$ cat src/macr_pkg.sv
package macr_pkg;
    // register addresses on the private peripheral bus
    localparam logic [31:0] MACR_ADDR_ITCM  = 32'he000_ef90;
    localparam logic [31:0] MACR_ADDR_DTCM  = 32'he000_ef94;
    localparam logic [31:0] MACR_ADDR_PPORT = 32'he000_ef98;
    localparam logic [31:0] MACR_ADDR_CACHE = 32'he000_ef9c;
    // tightly coupled memory control fields
    localparam int TM_EN_BIT    = 0;
    localparam int TM_MERGE_BIT = 1;
    localparam int TM_RETRY_BIT = 2;
    localparam int TM_SIZE_LSB  = 3;
    localparam int TM_SIZE_MSB  = 6;
    // peripheral port fields
    localparam int PP_EN_BIT    = 0;
    localparam int PP_SIZE_LSB  = 1;
    localparam int PP_SIZE_MSB  = 3;
    // auxiliary cache fields
    localparam int AC_SHARED_BIT = 0;
    localparam int AC_ECC_BIT    = 1;
    localparam int AC_FWT_BIT    = 2;
    // size encodings
    localparam logic [3:0] TM_SIZE_NONE = 4'h0;
    localparam logic [3:0] TM_SIZE_4K   = 4'h3;
    localparam logic [3:0] TM_SIZE_16M  = 4'hf;
    localparam logic [2:0] PP_SIZE_64M  = 3'h1;
    localparam logic [2:0] PP_SIZE_512M = 3'h4;
    // reset values of software-owned bits
    localparam logic       RST_CTRL_BIT = 1'b0;
    localparam logic [31:0] ZERO_WORD   = 32'h0000_0000;

    // cache policy of a cacheable access after overrides
    typedef enum logic [1:0] {
        MACR_POL_WB = 2'b00,
        MACR_POL_WT = 2'b01,
        MACR_POL_NC = 2'b10
    } macr_policy_t;
endpackage : macr_pkg

$ cat src/macr_cfg_if.sv
`timescale 1ns/1ps
// control bits of one tightly coupled memory port, from bank to router
interface macr_cfg_if;
    logic enable;
    logic retry_enable;
    logic partial_write_merge_enable;
    modport bank  (output enable, output retry_enable, output partial_write_merge_enable);
    modport route (input  enable, input  retry_enable, input  partial_write_merge_enable);
endinterface : macr_cfg_if

$ cat src/macr_regs.sv
// Operation
// - two tightly coupled memory control registers share one layout.
// - memory enable clear sends that memory's accesses to the AXI master.
// - read-only size field reports memory size; 0 none, 3 is 4KB doubling.
// - retry enable set makes the core honour the memory retry output.
// - merge enable set turns narrow writes into read-modify-write.
// - memory enables take their reset state from strap inputs.
// - retry and merge enables take their reset state from strap inputs.
// - reserved bits read zero and ignore writes.
// - peripheral port size is a read-only three-bit field.
// - peripheral port enable clear sends its accesses to AXI; strapped reset.
// - force write-through makes write-back regions write-through.
// - cache ECC bit is inverted: zero enables checking.
// - ECC bit ignores writes without caches or ECC; resets per configuration.
// - shared-coherency clear makes shared cacheable locations non-cacheable.
// - shared-coherency set: data write-through, instruction non-cacheable.
// - write-through and shared bits read zero without a data cache.
// - after reset registers read zero apart from straps, sizes and the ECC bit, which reads one without cache ECC.
// - only privileged accesses may modify the registers.
`timescale 1ns/1ps
module macr_regs
    import macr_pkg::*;
#(
    parameter logic [3:0] ITCM_SIZE     = 4'h3,
    parameter logic [3:0] DTCM_SIZE     = 4'h3,
    parameter logic [2:0] PPORT_SIZE    = 3'h1,
    parameter bit         HAS_DCACHE    = 1'b1,
    parameter bit         HAS_ICACHE    = 1'b1,
    parameter bit         HAS_CACHE_ECC = 1'b1
) (
    // clock and reset
    input  wire logic         mclk,
    input  wire logic         rst_n,
    // register port
    input  wire logic         reg_sel,
    input  wire logic         reg_write,
    input  wire logic         reg_priv,
    input  wire logic [31:0]  reg_addr,
    input  wire logic [31:0]  reg_wdata,
    output logic      [31:0]  reg_rdata,
    output logic              reg_hit,
    // reset straps, from pins
    input  wire logic         strap_itcm_en,
    input  wire logic         strap_dtcm_en,
    input  wire logic         strap_tm_retry,
    input  wire logic         strap_tm_merge,
    input  wire logic         strap_pport_en,
    // instruction memory access
    input  wire logic         iacc_valid,
    input  wire logic         iacc_write,
    input  wire logic         iacc_partial,
    input  wire logic         imem_retry,
    output logic              iacc_to_mem,
    output logic              iacc_to_axi,
    output logic              iacc_merge,
    output logic              iacc_retry,
    // data memory access
    input  wire logic         dacc_valid,
    input  wire logic         dacc_write,
    input  wire logic         dacc_partial,
    input  wire logic         dmem_retry,
    output logic              dacc_to_mem,
    output logic              dacc_to_axi,
    output logic              dacc_merge,
    output logic              dacc_retry,
    // peripheral region access
    input  wire logic         pacc_valid,
    output logic              pacc_to_port,
    output logic              pacc_to_axi,
    // cache policy lookup
    input  wire logic         cacc_cacheable,
    input  wire logic         cacc_shared,
    input  wire logic         cacc_wback,
    output macr_pkg::macr_policy_t dcache_policy,
    output macr_pkg::macr_policy_t icache_policy,
    output logic              cache_ecc_on
);
    import macr_pkg::*;

    // strap synchronisers; two stages, the first read only by the second
    logic [4:0] strap_s1;
    logic [4:0] strap_s2;
    logic       rst_seen;
    logic       itcm_en, itcm_retry, itcm_merge;
    logic       dtcm_en, dtcm_retry, dtcm_merge;
    logic       pport_en;
    logic       fwt, ecc_dis, shared_wt;
    logic       wr_ok;
    logic       ecc_writable;

    always_ff @(posedge mclk) begin
        strap_s1 <= {strap_pport_en, strap_tm_merge, strap_tm_retry,
                     strap_dtcm_en, strap_itcm_en};
        strap_s2 <= strap_s1;
    end

    // straps are loaded on the first clock after reset release, once
    // synchronised; control bits before that hold constants
    always_ff @(posedge mclk) begin
        if (!rst_n) begin
            rst_seen <= 1'b0;
        end else begin
            rst_seen <= 1'b1;
        end
    end

    assign wr_ok        = reg_sel & reg_write & reg_priv;
    assign ecc_writable = HAS_CACHE_ECC & (HAS_DCACHE | HAS_ICACHE);

    // instruction memory control
    always_ff @(posedge mclk) begin
        if (!rst_n) begin
            itcm_en    <= RST_CTRL_BIT;
            itcm_retry <= RST_CTRL_BIT;
            itcm_merge <= RST_CTRL_BIT;
        end else if (!rst_seen) begin
            itcm_en    <= strap_s2[0];
            itcm_retry <= strap_s2[2];
            itcm_merge <= strap_s2[3];
        end else if (wr_ok && reg_addr == MACR_ADDR_ITCM) begin
            itcm_en    <= reg_wdata[TM_EN_BIT];
            itcm_retry <= reg_wdata[TM_RETRY_BIT];
            itcm_merge <= reg_wdata[TM_MERGE_BIT];
        end
    end

    // data memory control, same layout
    always_ff @(posedge mclk) begin
        if (!rst_n) begin
            dtcm_en    <= RST_CTRL_BIT;
            dtcm_retry <= RST_CTRL_BIT;
            dtcm_merge <= RST_CTRL_BIT;
        end else if (!rst_seen) begin
            dtcm_en    <= strap_s2[1];
            dtcm_retry <= strap_s2[2];
            dtcm_merge <= strap_s2[3];
        end else if (wr_ok && reg_addr == MACR_ADDR_DTCM) begin
            dtcm_en    <= reg_wdata[TM_EN_BIT];
            dtcm_retry <= reg_wdata[TM_RETRY_BIT];
            dtcm_merge <= reg_wdata[TM_MERGE_BIT];
        end
    end

    // peripheral port control
    always_ff @(posedge mclk) begin
        if (!rst_n) begin
            pport_en <= RST_CTRL_BIT;
        end else if (!rst_seen) begin
            pport_en <= strap_s2[4];
        end else if (wr_ok && reg_addr == MACR_ADDR_PPORT) begin
            pport_en <= reg_wdata[PP_EN_BIT];
        end
    end

    // auxiliary cache control
    always_ff @(posedge mclk) begin
        if (!rst_n) begin
            fwt       <= RST_CTRL_BIT;
            shared_wt <= RST_CTRL_BIT;
            ecc_dis   <= ~HAS_CACHE_ECC;
        end else if (wr_ok && reg_addr == MACR_ADDR_CACHE) begin
            fwt       <= HAS_DCACHE & reg_wdata[AC_FWT_BIT];
            shared_wt <= HAS_DCACHE & reg_wdata[AC_SHARED_BIT];
            if (ecc_writable) begin
                ecc_dis <= reg_wdata[AC_ECC_BIT];
            end
        end
    end

    // read path; reserved bits read zero
    always_comb begin
        reg_rdata = ZERO_WORD;
        reg_hit   = 1'b1;
        case (reg_addr)
            MACR_ADDR_ITCM: begin
                reg_rdata[TM_SIZE_MSB:TM_SIZE_LSB] = ITCM_SIZE;
                reg_rdata[TM_RETRY_BIT] = itcm_retry;
                reg_rdata[TM_MERGE_BIT] = itcm_merge;
                reg_rdata[TM_EN_BIT]    = itcm_en;
            end
            MACR_ADDR_DTCM: begin
                reg_rdata[TM_SIZE_MSB:TM_SIZE_LSB] = DTCM_SIZE;
                reg_rdata[TM_RETRY_BIT] = dtcm_retry;
                reg_rdata[TM_MERGE_BIT] = dtcm_merge;
                reg_rdata[TM_EN_BIT]    = dtcm_en;
            end
            MACR_ADDR_PPORT: begin
                reg_rdata[PP_SIZE_MSB:PP_SIZE_LSB] = PPORT_SIZE;
                reg_rdata[PP_EN_BIT] = pport_en;
            end
            MACR_ADDR_CACHE: begin
                reg_rdata[AC_FWT_BIT]    = fwt;
                reg_rdata[AC_ECC_BIT]    = ecc_dis;
                reg_rdata[AC_SHARED_BIT] = shared_wt;
            end
            default: begin
                reg_hit = 1'b0;
            end
        endcase
        if (!reg_sel) begin
            reg_hit = 1'b0;
        end
    end

    // memory routing, one instance per port; settings act the cycle after
    // the write edge so every later access sees them
    macr_cfg_if icfg ();
    macr_cfg_if dcfg ();
    assign icfg.enable                     = itcm_en;
    assign icfg.retry_enable               = itcm_retry;
    assign icfg.partial_write_merge_enable = itcm_merge;
    assign dcfg.enable                     = dtcm_en;
    assign dcfg.retry_enable               = dtcm_retry;
    assign dcfg.partial_write_merge_enable = dtcm_merge;

    macr_tm_route u_iroute (
        .cfg          (icfg),
        .acc_valid    (iacc_valid),
        .acc_write    (iacc_write),
        .acc_partial  (iacc_partial),
        .mem_retry    (imem_retry),
        .to_mem       (iacc_to_mem),
        .to_axi       (iacc_to_axi),
        .use_merge    (iacc_merge),
        .honour_retry (iacc_retry)
    );

    macr_tm_route u_droute (
        .cfg          (dcfg),
        .acc_valid    (dacc_valid),
        .acc_write    (dacc_write),
        .acc_partial  (dacc_partial),
        .mem_retry    (dmem_retry),
        .to_mem       (dacc_to_mem),
        .to_axi       (dacc_to_axi),
        .use_merge    (dacc_merge),
        .honour_retry (dacc_retry)
    );

    assign pacc_to_port = pacc_valid & pport_en;
    assign pacc_to_axi  = pacc_valid & ~pport_en;
    assign cache_ecc_on = ~ecc_dis;

    // shared locations override write-through forcing
    always_comb begin
        dcache_policy = MACR_POL_NC;
        icache_policy = MACR_POL_NC;
        if (cacc_cacheable) begin
            if (cacc_shared) begin
                dcache_policy = shared_wt ? MACR_POL_WT : MACR_POL_NC;
                icache_policy = MACR_POL_NC;
            end else begin
                dcache_policy = (cacc_wback && !fwt) ? MACR_POL_WB : MACR_POL_WT;
                icache_policy = MACR_POL_WB;
            end
        end
    end

    // assertions
    a_unpriv_no_write: assert property (@(posedge mclk) disable iff (!rst_n)
        (rst_seen && reg_sel && reg_write && !reg_priv) |=> $stable(itcm_en) && $stable(pport_en))
        else $error("unprivileged write changed a register");
    a_itcm_route: assert property (@(posedge mclk) disable iff (!rst_n)
        iacc_valid |-> (iacc_to_axi == !itcm_en) && (iacc_to_mem == itcm_en))
        else $error("instruction memory routing wrong");
    a_dtcm_route: assert property (@(posedge mclk) disable iff (!rst_n)
        (dacc_valid && !dtcm_en) |-> dacc_to_axi && !dacc_to_mem)
        else $error("disabled data memory not routed to axi");
    a_retry_gate: assert property (@(posedge mclk) disable iff (!rst_n)
        iacc_retry |-> itcm_retry && imem_retry)
        else $error("retry honoured while disabled");
    a_merge_gate: assert property (@(posedge mclk) disable iff (!rst_n)
        (dacc_valid && dacc_write && dacc_partial && dtcm_en && dtcm_merge) |-> dacc_merge)
        else $error("narrow write not merged");
    a_size_field: assert property (@(posedge mclk) disable iff (!rst_n)
        (reg_sel && reg_addr == MACR_ADDR_ITCM)
            |-> reg_rdata[TM_SIZE_MSB:TM_SIZE_LSB] == ITCM_SIZE)
        else $error("size field wrong");
    a_reserved_zero: assert property (@(posedge mclk) disable iff (!rst_n)
        (reg_sel && reg_addr == MACR_ADDR_PPORT) |-> reg_rdata[31:4] == 28'h000_0000)
        else $error("reserved bits not zero");
    a_strap_load: assert property (@(posedge mclk) disable iff (!rst_n)
        !rst_seen |=> itcm_en == $past(strap_s2[0]))
        else $error("strap not loaded");
    a_ecc_sense: assert property (@(posedge mclk) disable iff (!rst_n)
        (reg_sel && reg_addr == MACR_ADDR_CACHE) |-> cache_ecc_on == !reg_rdata[AC_ECC_BIT])
        else $error("ecc sense not inverted");
    a_ecc_write: assert property (@(posedge mclk) disable iff (!rst_n)
        (rst_seen && wr_ok && reg_addr == MACR_ADDR_CACHE)
            |=> ecc_dis == (ecc_writable ? $past(reg_wdata[AC_ECC_BIT]) : $past(ecc_dis)))
        else $error("ecc bit write handling wrong");
    a_pport_write: assert property (@(posedge mclk) disable iff (!rst_n)
        (rst_seen && wr_ok && reg_addr == MACR_ADDR_PPORT) |=> pport_en == $past(reg_wdata[0]))
        else $error("peripheral enable not written");
    a_shared_policy: assert property (@(posedge mclk) disable iff (!rst_n)
        (cacc_cacheable && cacc_shared && !shared_wt) |-> dcache_policy == MACR_POL_NC)
        else $error("shared location cached");

    c_itcm_enable: cover property (@(posedge mclk) disable iff (!rst_n)
        !itcm_en ##1 itcm_en);
    c_merge_write: cover property (@(posedge mclk) disable iff (!rst_n) dacc_merge);
    c_shared_wt: cover property (@(posedge mclk) disable iff (!rst_n)
        dcache_policy == MACR_POL_WT && cacc_shared);
    c_pport_axi: cover property (@(posedge mclk) disable iff (!rst_n) pacc_to_axi);
endmodule : macr_regs

$ cat src/macr_tm_route.sv
`timescale 1ns/1ps
// steering for one tightly coupled memory port
module macr_tm_route (
    // configuration
    macr_cfg_if.route       cfg,
    // access request
    input  wire logic       acc_valid,
    input  wire logic       acc_write,
    input  wire logic       acc_partial,
    input  wire logic       mem_retry,
    // steering
    output logic            to_mem,
    output logic            to_axi,
    output logic            use_merge,
    output logic            honour_retry
);
    always_comb begin
        to_mem       = acc_valid & cfg.enable;
        to_axi       = acc_valid & ~cfg.enable;
        use_merge    = to_mem & acc_write & acc_partial
                     & cfg.partial_write_merge_enable;
        honour_retry = to_mem & mem_retry & cfg.retry_enable;
    end
endmodule : macr_tm_route

$ cat config.mk
export PLATFORM = sky130hd
export DESIGN_NAME = macr_regs
export DESIGN_NICKNAME = d
export VERILOG_FILES = /design/src/macr_pkg.sv /design/src/macr_cfg_if.sv /design/src/macr_regs.sv /design/src/macr_tm_route.sv
export SDC_FILE = /design/constraint.sdc
export NUM_CORES = 1
export LEC_CHECK = 0
export ABC_AREA = 1
export BUFFER_PORTS_ARGS = -buffer_cell sky130_fd_sc_hd__buf_4
export CORE_MARGIN = 4
export CORE_UTILIZATION = 30
export CTS_CLUSTER_SIZE = 8
export DETAILED_ROUTE_END_ITERATION = 8
export HOLD_SLACK_MARGIN = 0.05
export PLACE_DENSITY = 0.66
export SETUP_SLACK_MARGIN = 0.02
export SYNTH_ARGS = -nofsm -noshare
export SYNTH_HDL_FRONTEND = slang
export SYNTH_SLANG_ARGS = --single-unit
$ cat constraint.sdc
create_clock -name mclk -period 1.45 [get_ports mclk]
set_clock_uncertainty 0.1 [all_clocks]
set_input_delay 0.29 -clock mclk [delete_from_list [all_inputs] [get_ports mclk]]
set_output_delay 0.29 -clock mclk [all_outputs]
set_load 0.01 [all_outputs]
[Yosys cells after proc, flatten, opt, wreduce, memory -nomap -nowiden]
Index checks and enable logic that the tools add are counted.
Operators by class
  reductions and logical operators: 8
  div/mod/pow operators: 0
  multiplexer cells: 26
  add/subtract/negate cells: 0
  shifts and indexed selects: 0
  bitwise gates (word level): 22
  equal/unequal tests: 7
  order comparisons: 0
  $mul: 0
Operators by type and width (number)
  32-bit == test (second input constant): 4
  1-bit 2-to-1 mux: 20
  1-bit bitwise AND: 18
  3-bit one-hot mux with 4 select lines: 1
  2-bit 2-to-1 mux: 5
  2-bit by 1-bit inequality test with 1-bit output (second input constant): 3
  1-bit logical AND: 5
  1-bit NOT: 4
  4-bit OR reduction: 1
  2-bit OR reduction: 1
  1-bit zero test: 1
Storage, ports and cells
  RAM bits: 0
  input port bits: 86
  latch bits: 0
  bits in read-only memories: 0
  memories: 0
  bits in registers: 21

[Longest topological paths before layout]
  depth in word-level cells: 5
  gate-level depth with buffers: 10

[Cells and area by module]
Synthesis repeated with hierarchy kept, for this count alone.
Unflattened totals
  cells, all modules: 248
  area total of the unflattened synthesis: 1512.7 µm²
By module, submodules not included
  macr_regs: cells each 232, area an instance 1450.1 µm², times used 1, sequential area each 420.4 µm²
  macr_tm_route: cells each 8, area an instance 31.3 µm², times used 2, sequential area each 0.0 µm²

[Worst setup path after synthesis]
No wires, ideal clock.
  path kind: in2out
  start point: in reg_addr[28]
  end point: out reg_hit
  arrival time: 1153 ps
  setup slack: -93 ps
  stages: 10
  buffers on the path: 1
  path through: inv_1 > nand2_1 > nor2_1 > nand3_2 > nor2_4 > buf_6 > nand2_2 > nand2_1 > nor2_1 > nor2_1
On the way
  word-level cells in the longest chain between the ends: 4
  elaborated cells between the ends (all ways): 7
  classes of those cells: 4 x eq/ne; 2 x mux; 1 x reduce/logical
RTL lines
  start: declaration: line macr_regs.sv:38  | input wire logic [31:0] reg_addr,
  32-bit == test: line macr_regs.sv:174  | case (reg_addr)
  4-bit OR reduction (no source line) (*)
  1-bit 2-to-1 mux (*): line macr_regs.sv:174
  1-bit 2-to-1 mux (*): line macr_regs.sv:200  | if (!reg_sel) begin
  end: declaration: line macr_regs.sv:41  | output logic reg_hit,
Every way passes the cells marked *; elsewhere a longest branch is shown, timed or not.

[Final worst setup path]
  start point: in reg_addr[23]
  end point: out reg_rdata[2]
On the way
  word-level cells in the longest chain between the ends: 2
  elaborated cells between the ends (all ways): 5
  classes of those cells: 4 x eq/ne; 1 x mux
RTL lines
  32-bit == test: line macr_regs.sv:174
  3-bit one-hot mux with 4 select lines (*): line macr_regs.sv:174
  end: declaration: line macr_regs.sv:40  | output logic [31:0] reg_rdata,
Marked as above.

==> flow_summary.toml <==
[clock_network]
tritoncts = "built"
cts_buffers = 3
cts_sinks = 21
path_clk_slew_ps = 70
clk_path_buf_depth = 2
root_buffer = "clkbuf_8"
clk_latency_ps = 260
htree_levels = 1

[yosys]
yosysSeqAreaShare_pct = 28.0
async_flop_share_pct = 0
synth-seq-cells = 21
synth_edf_count = 0
avgSynthCellArea_um2 = 6.11
syn_inst = 246
yosys_warnings = 0
synth_cell_types = 23
syn_area_mm2 = 0.00150
ys.flop_type = "dfxtp_1"

[finish]
diodes = 0
layout.nets = 421
drive_gt1_share_pct = 41.0
layout_commonest_cell = "buf_4"
n_fill_cell = 501
area_growth_pct = 58.0
final_cell_mix = "71 x buf_4, 44 x nand2_1, 36 x nor2_1, 35 x inv_1, 28 x conb_1"
finalInstanceArea_mm2 = 0.00238

[placed_design]
gp_congestion = 0.844
post-place-ws_ps = -344
io_buffers = 76
place_area_mm2 = 0.00205
place_hpwl_mm = 3.32

[global_routing]
use_met2_pct = 23.6
grt_pass1_vias = 1523
antenna_found_initial = 0
use_met3_pct = 2.49
grt-ovfl-total = 0
grt_max_degree = 15
globalRouteTotalUtil_pct = 12.7
busiest_layer = "met2"
grtUsageMet1_pct = 14.3
grt_first_pass_wirelength_mm = 6.39

[power]
ir_drop_v = 0.000479
power.density_mw_per_mm2 = 574
p_leak_nw = 1.22

[die]
die_w_um = 78.8
coreArea_mm2 = 0.00479
die_y_um = 78.8
ios = 134
dieArea_mm2 = 0.00621
rows = 25
start_util_pct = 31.4

[worst_setup_path]
crit_required_ps = 1060
reg2reg_depth = 3
crit_arrival_ps = 1350
critPathKind = "in -> out"
path_max_fanout = 5
crit_path_end_kind = "output pin"
startpoint_type = "input port"

[detailed_routing]
drt_iter0_drc = 41
postRouteAntennaNets = 0
drtPass1Iterations = 4
drc = 0
wire_per_inst_um = 10.8
vias = 1673
vias_per_cell = 4.17
drt_wl_total_mm = 4.32

[timing]
setup_violations = 6
fin_setup_tns_ps = -1640
slew_violations = 0
rsz0062_at_grt = "yes"
finalCritPeriodShare_pct = 120
fmax_ghz = 0.575
final.min_clock_period_ps = 1740
hold_viol = 0
setup_ws_ps = -288

[run]
maxCapViolCount = 0

[status]
violations = "negative setup slack"
outcome = "finished with violations"

[min_path]
hold_class = "in -> reg"
worstHoldPathCells = 1
-- worst paths after layout --
kind / startpoint / slack [ps] / endpoint
max: reg_addr[23] / -290 / reg_rdata[2]
min: rst_n / 130 / rst_seen
min reg2reg: strap_s1[1] / 230 / strap_s2[1]
max reg2reg: rst_seen / 220 / icfg.partial_write_merge_enable
-- cells in the mapped netlist, types with 2 or more instances --
cell type | count | area (um2)
nand2_2 | 2 | 12.5
dfxtp_1 | 21 | 420
buf_4 | 29 | 218
nand3_1 | 21 | 105
nand2_1 | 54 | 203
nand4_1 | 3 | 18.8
o21ai_0 | 4 | 20.0
nor2_1 | 48 | 180
inv_1 | 38 | 143
nor2_2 | 4 | 25.0
a21oi_1 | 7 | 35.0
nand3_2 | 3 | 30.0
mux2_2 | 2 | 22.5
-- stage by stage --
stage	util [%]	power [W]	hold WS [ps]	std cells
CTS	47.5	0.00135	116	399
finish	49.6	0.00136	126	401
floorplan	-	0.000830	210	273
global placement	42.9	0.000942	210	387
global route	49.6	0.00144	124	401
detailed placement	42.9	0.000947	212	387
-- registers in the layout, summed over array words and instances (netlist names) --
register / flops
shared_wt: 1
icfg.partial_write_merge_enable: 1
fwt: 1
strap_s1: 5
strap_s2: 5
icfg.enable: 1
icfg.retry_enable: 1
dcfg.partial_write_merge_enable: 1
rst_seen: 1
dcfg.enable: 1
dcfg.retry_enable: 1
ecc_dis: 1
pport_en: 1
-- layer usage --
metal  wire length (um)  share of wire (%)  vias up
li1                   -                  -      868
met1               1560                 36      734
met2               2340                 54       64
met3                367                8.5        7
met4                 58                1.3        0
met5                  0                  0        -
-- cell families (layout without fill, tap and decap cells) --
family | after synthesis | after routing | synth area share [%]
simple gates | 138 | 139 | 40.2
compound gates | 13 | 13 | 4.58
mux | 2 | 2 | 1.50
other cells | 1 | 28 | 0.249
buf+inv | 71 | 131 | 25.5
flops | 21 | 21 | 28.0
-- timing repair --
item,in CTS,in global routing
setup buffers,2,2
setup endpoints to repair,8,11
cloned,1,0
hold endpoints to repair,5,0
gates resized for setup,28,30
pin swaps,14,21
hold buffers,5,0
-- where the power goes --
group / leakage [nW] / internal (W) / switching [W] / total, W
registers: 0.177 / 0.000608 / 0.0000211 / 0.000630
clock network: 0.0255 / 0.000192 / 0.000189 / 0.000381
logic: 1.01 / 0.000187 / 0.000168 / 0.000355
-- area by class of cell --
cell class                 count  area, um2  area share [%]
multi-input combinational    182        945            39.8
timing repair buffer          89        729            30.7
sequential                    21        429            18.1
inverter                      38        143            6.00
tap                           67       83.8            3.53
clock buffer                   3       41.3            1.74
clock inverter                 1       5.00           0.211
-- worst max-delay path, cell delays in order --
cell and delay (ps):
buf_4 120, nor2_2 80, nand4_1 170, buf_4 200, nor2_4 160, nand3_1 90, o211ai_1 80, buf_4 160
(Power assumes the default switching activity.)
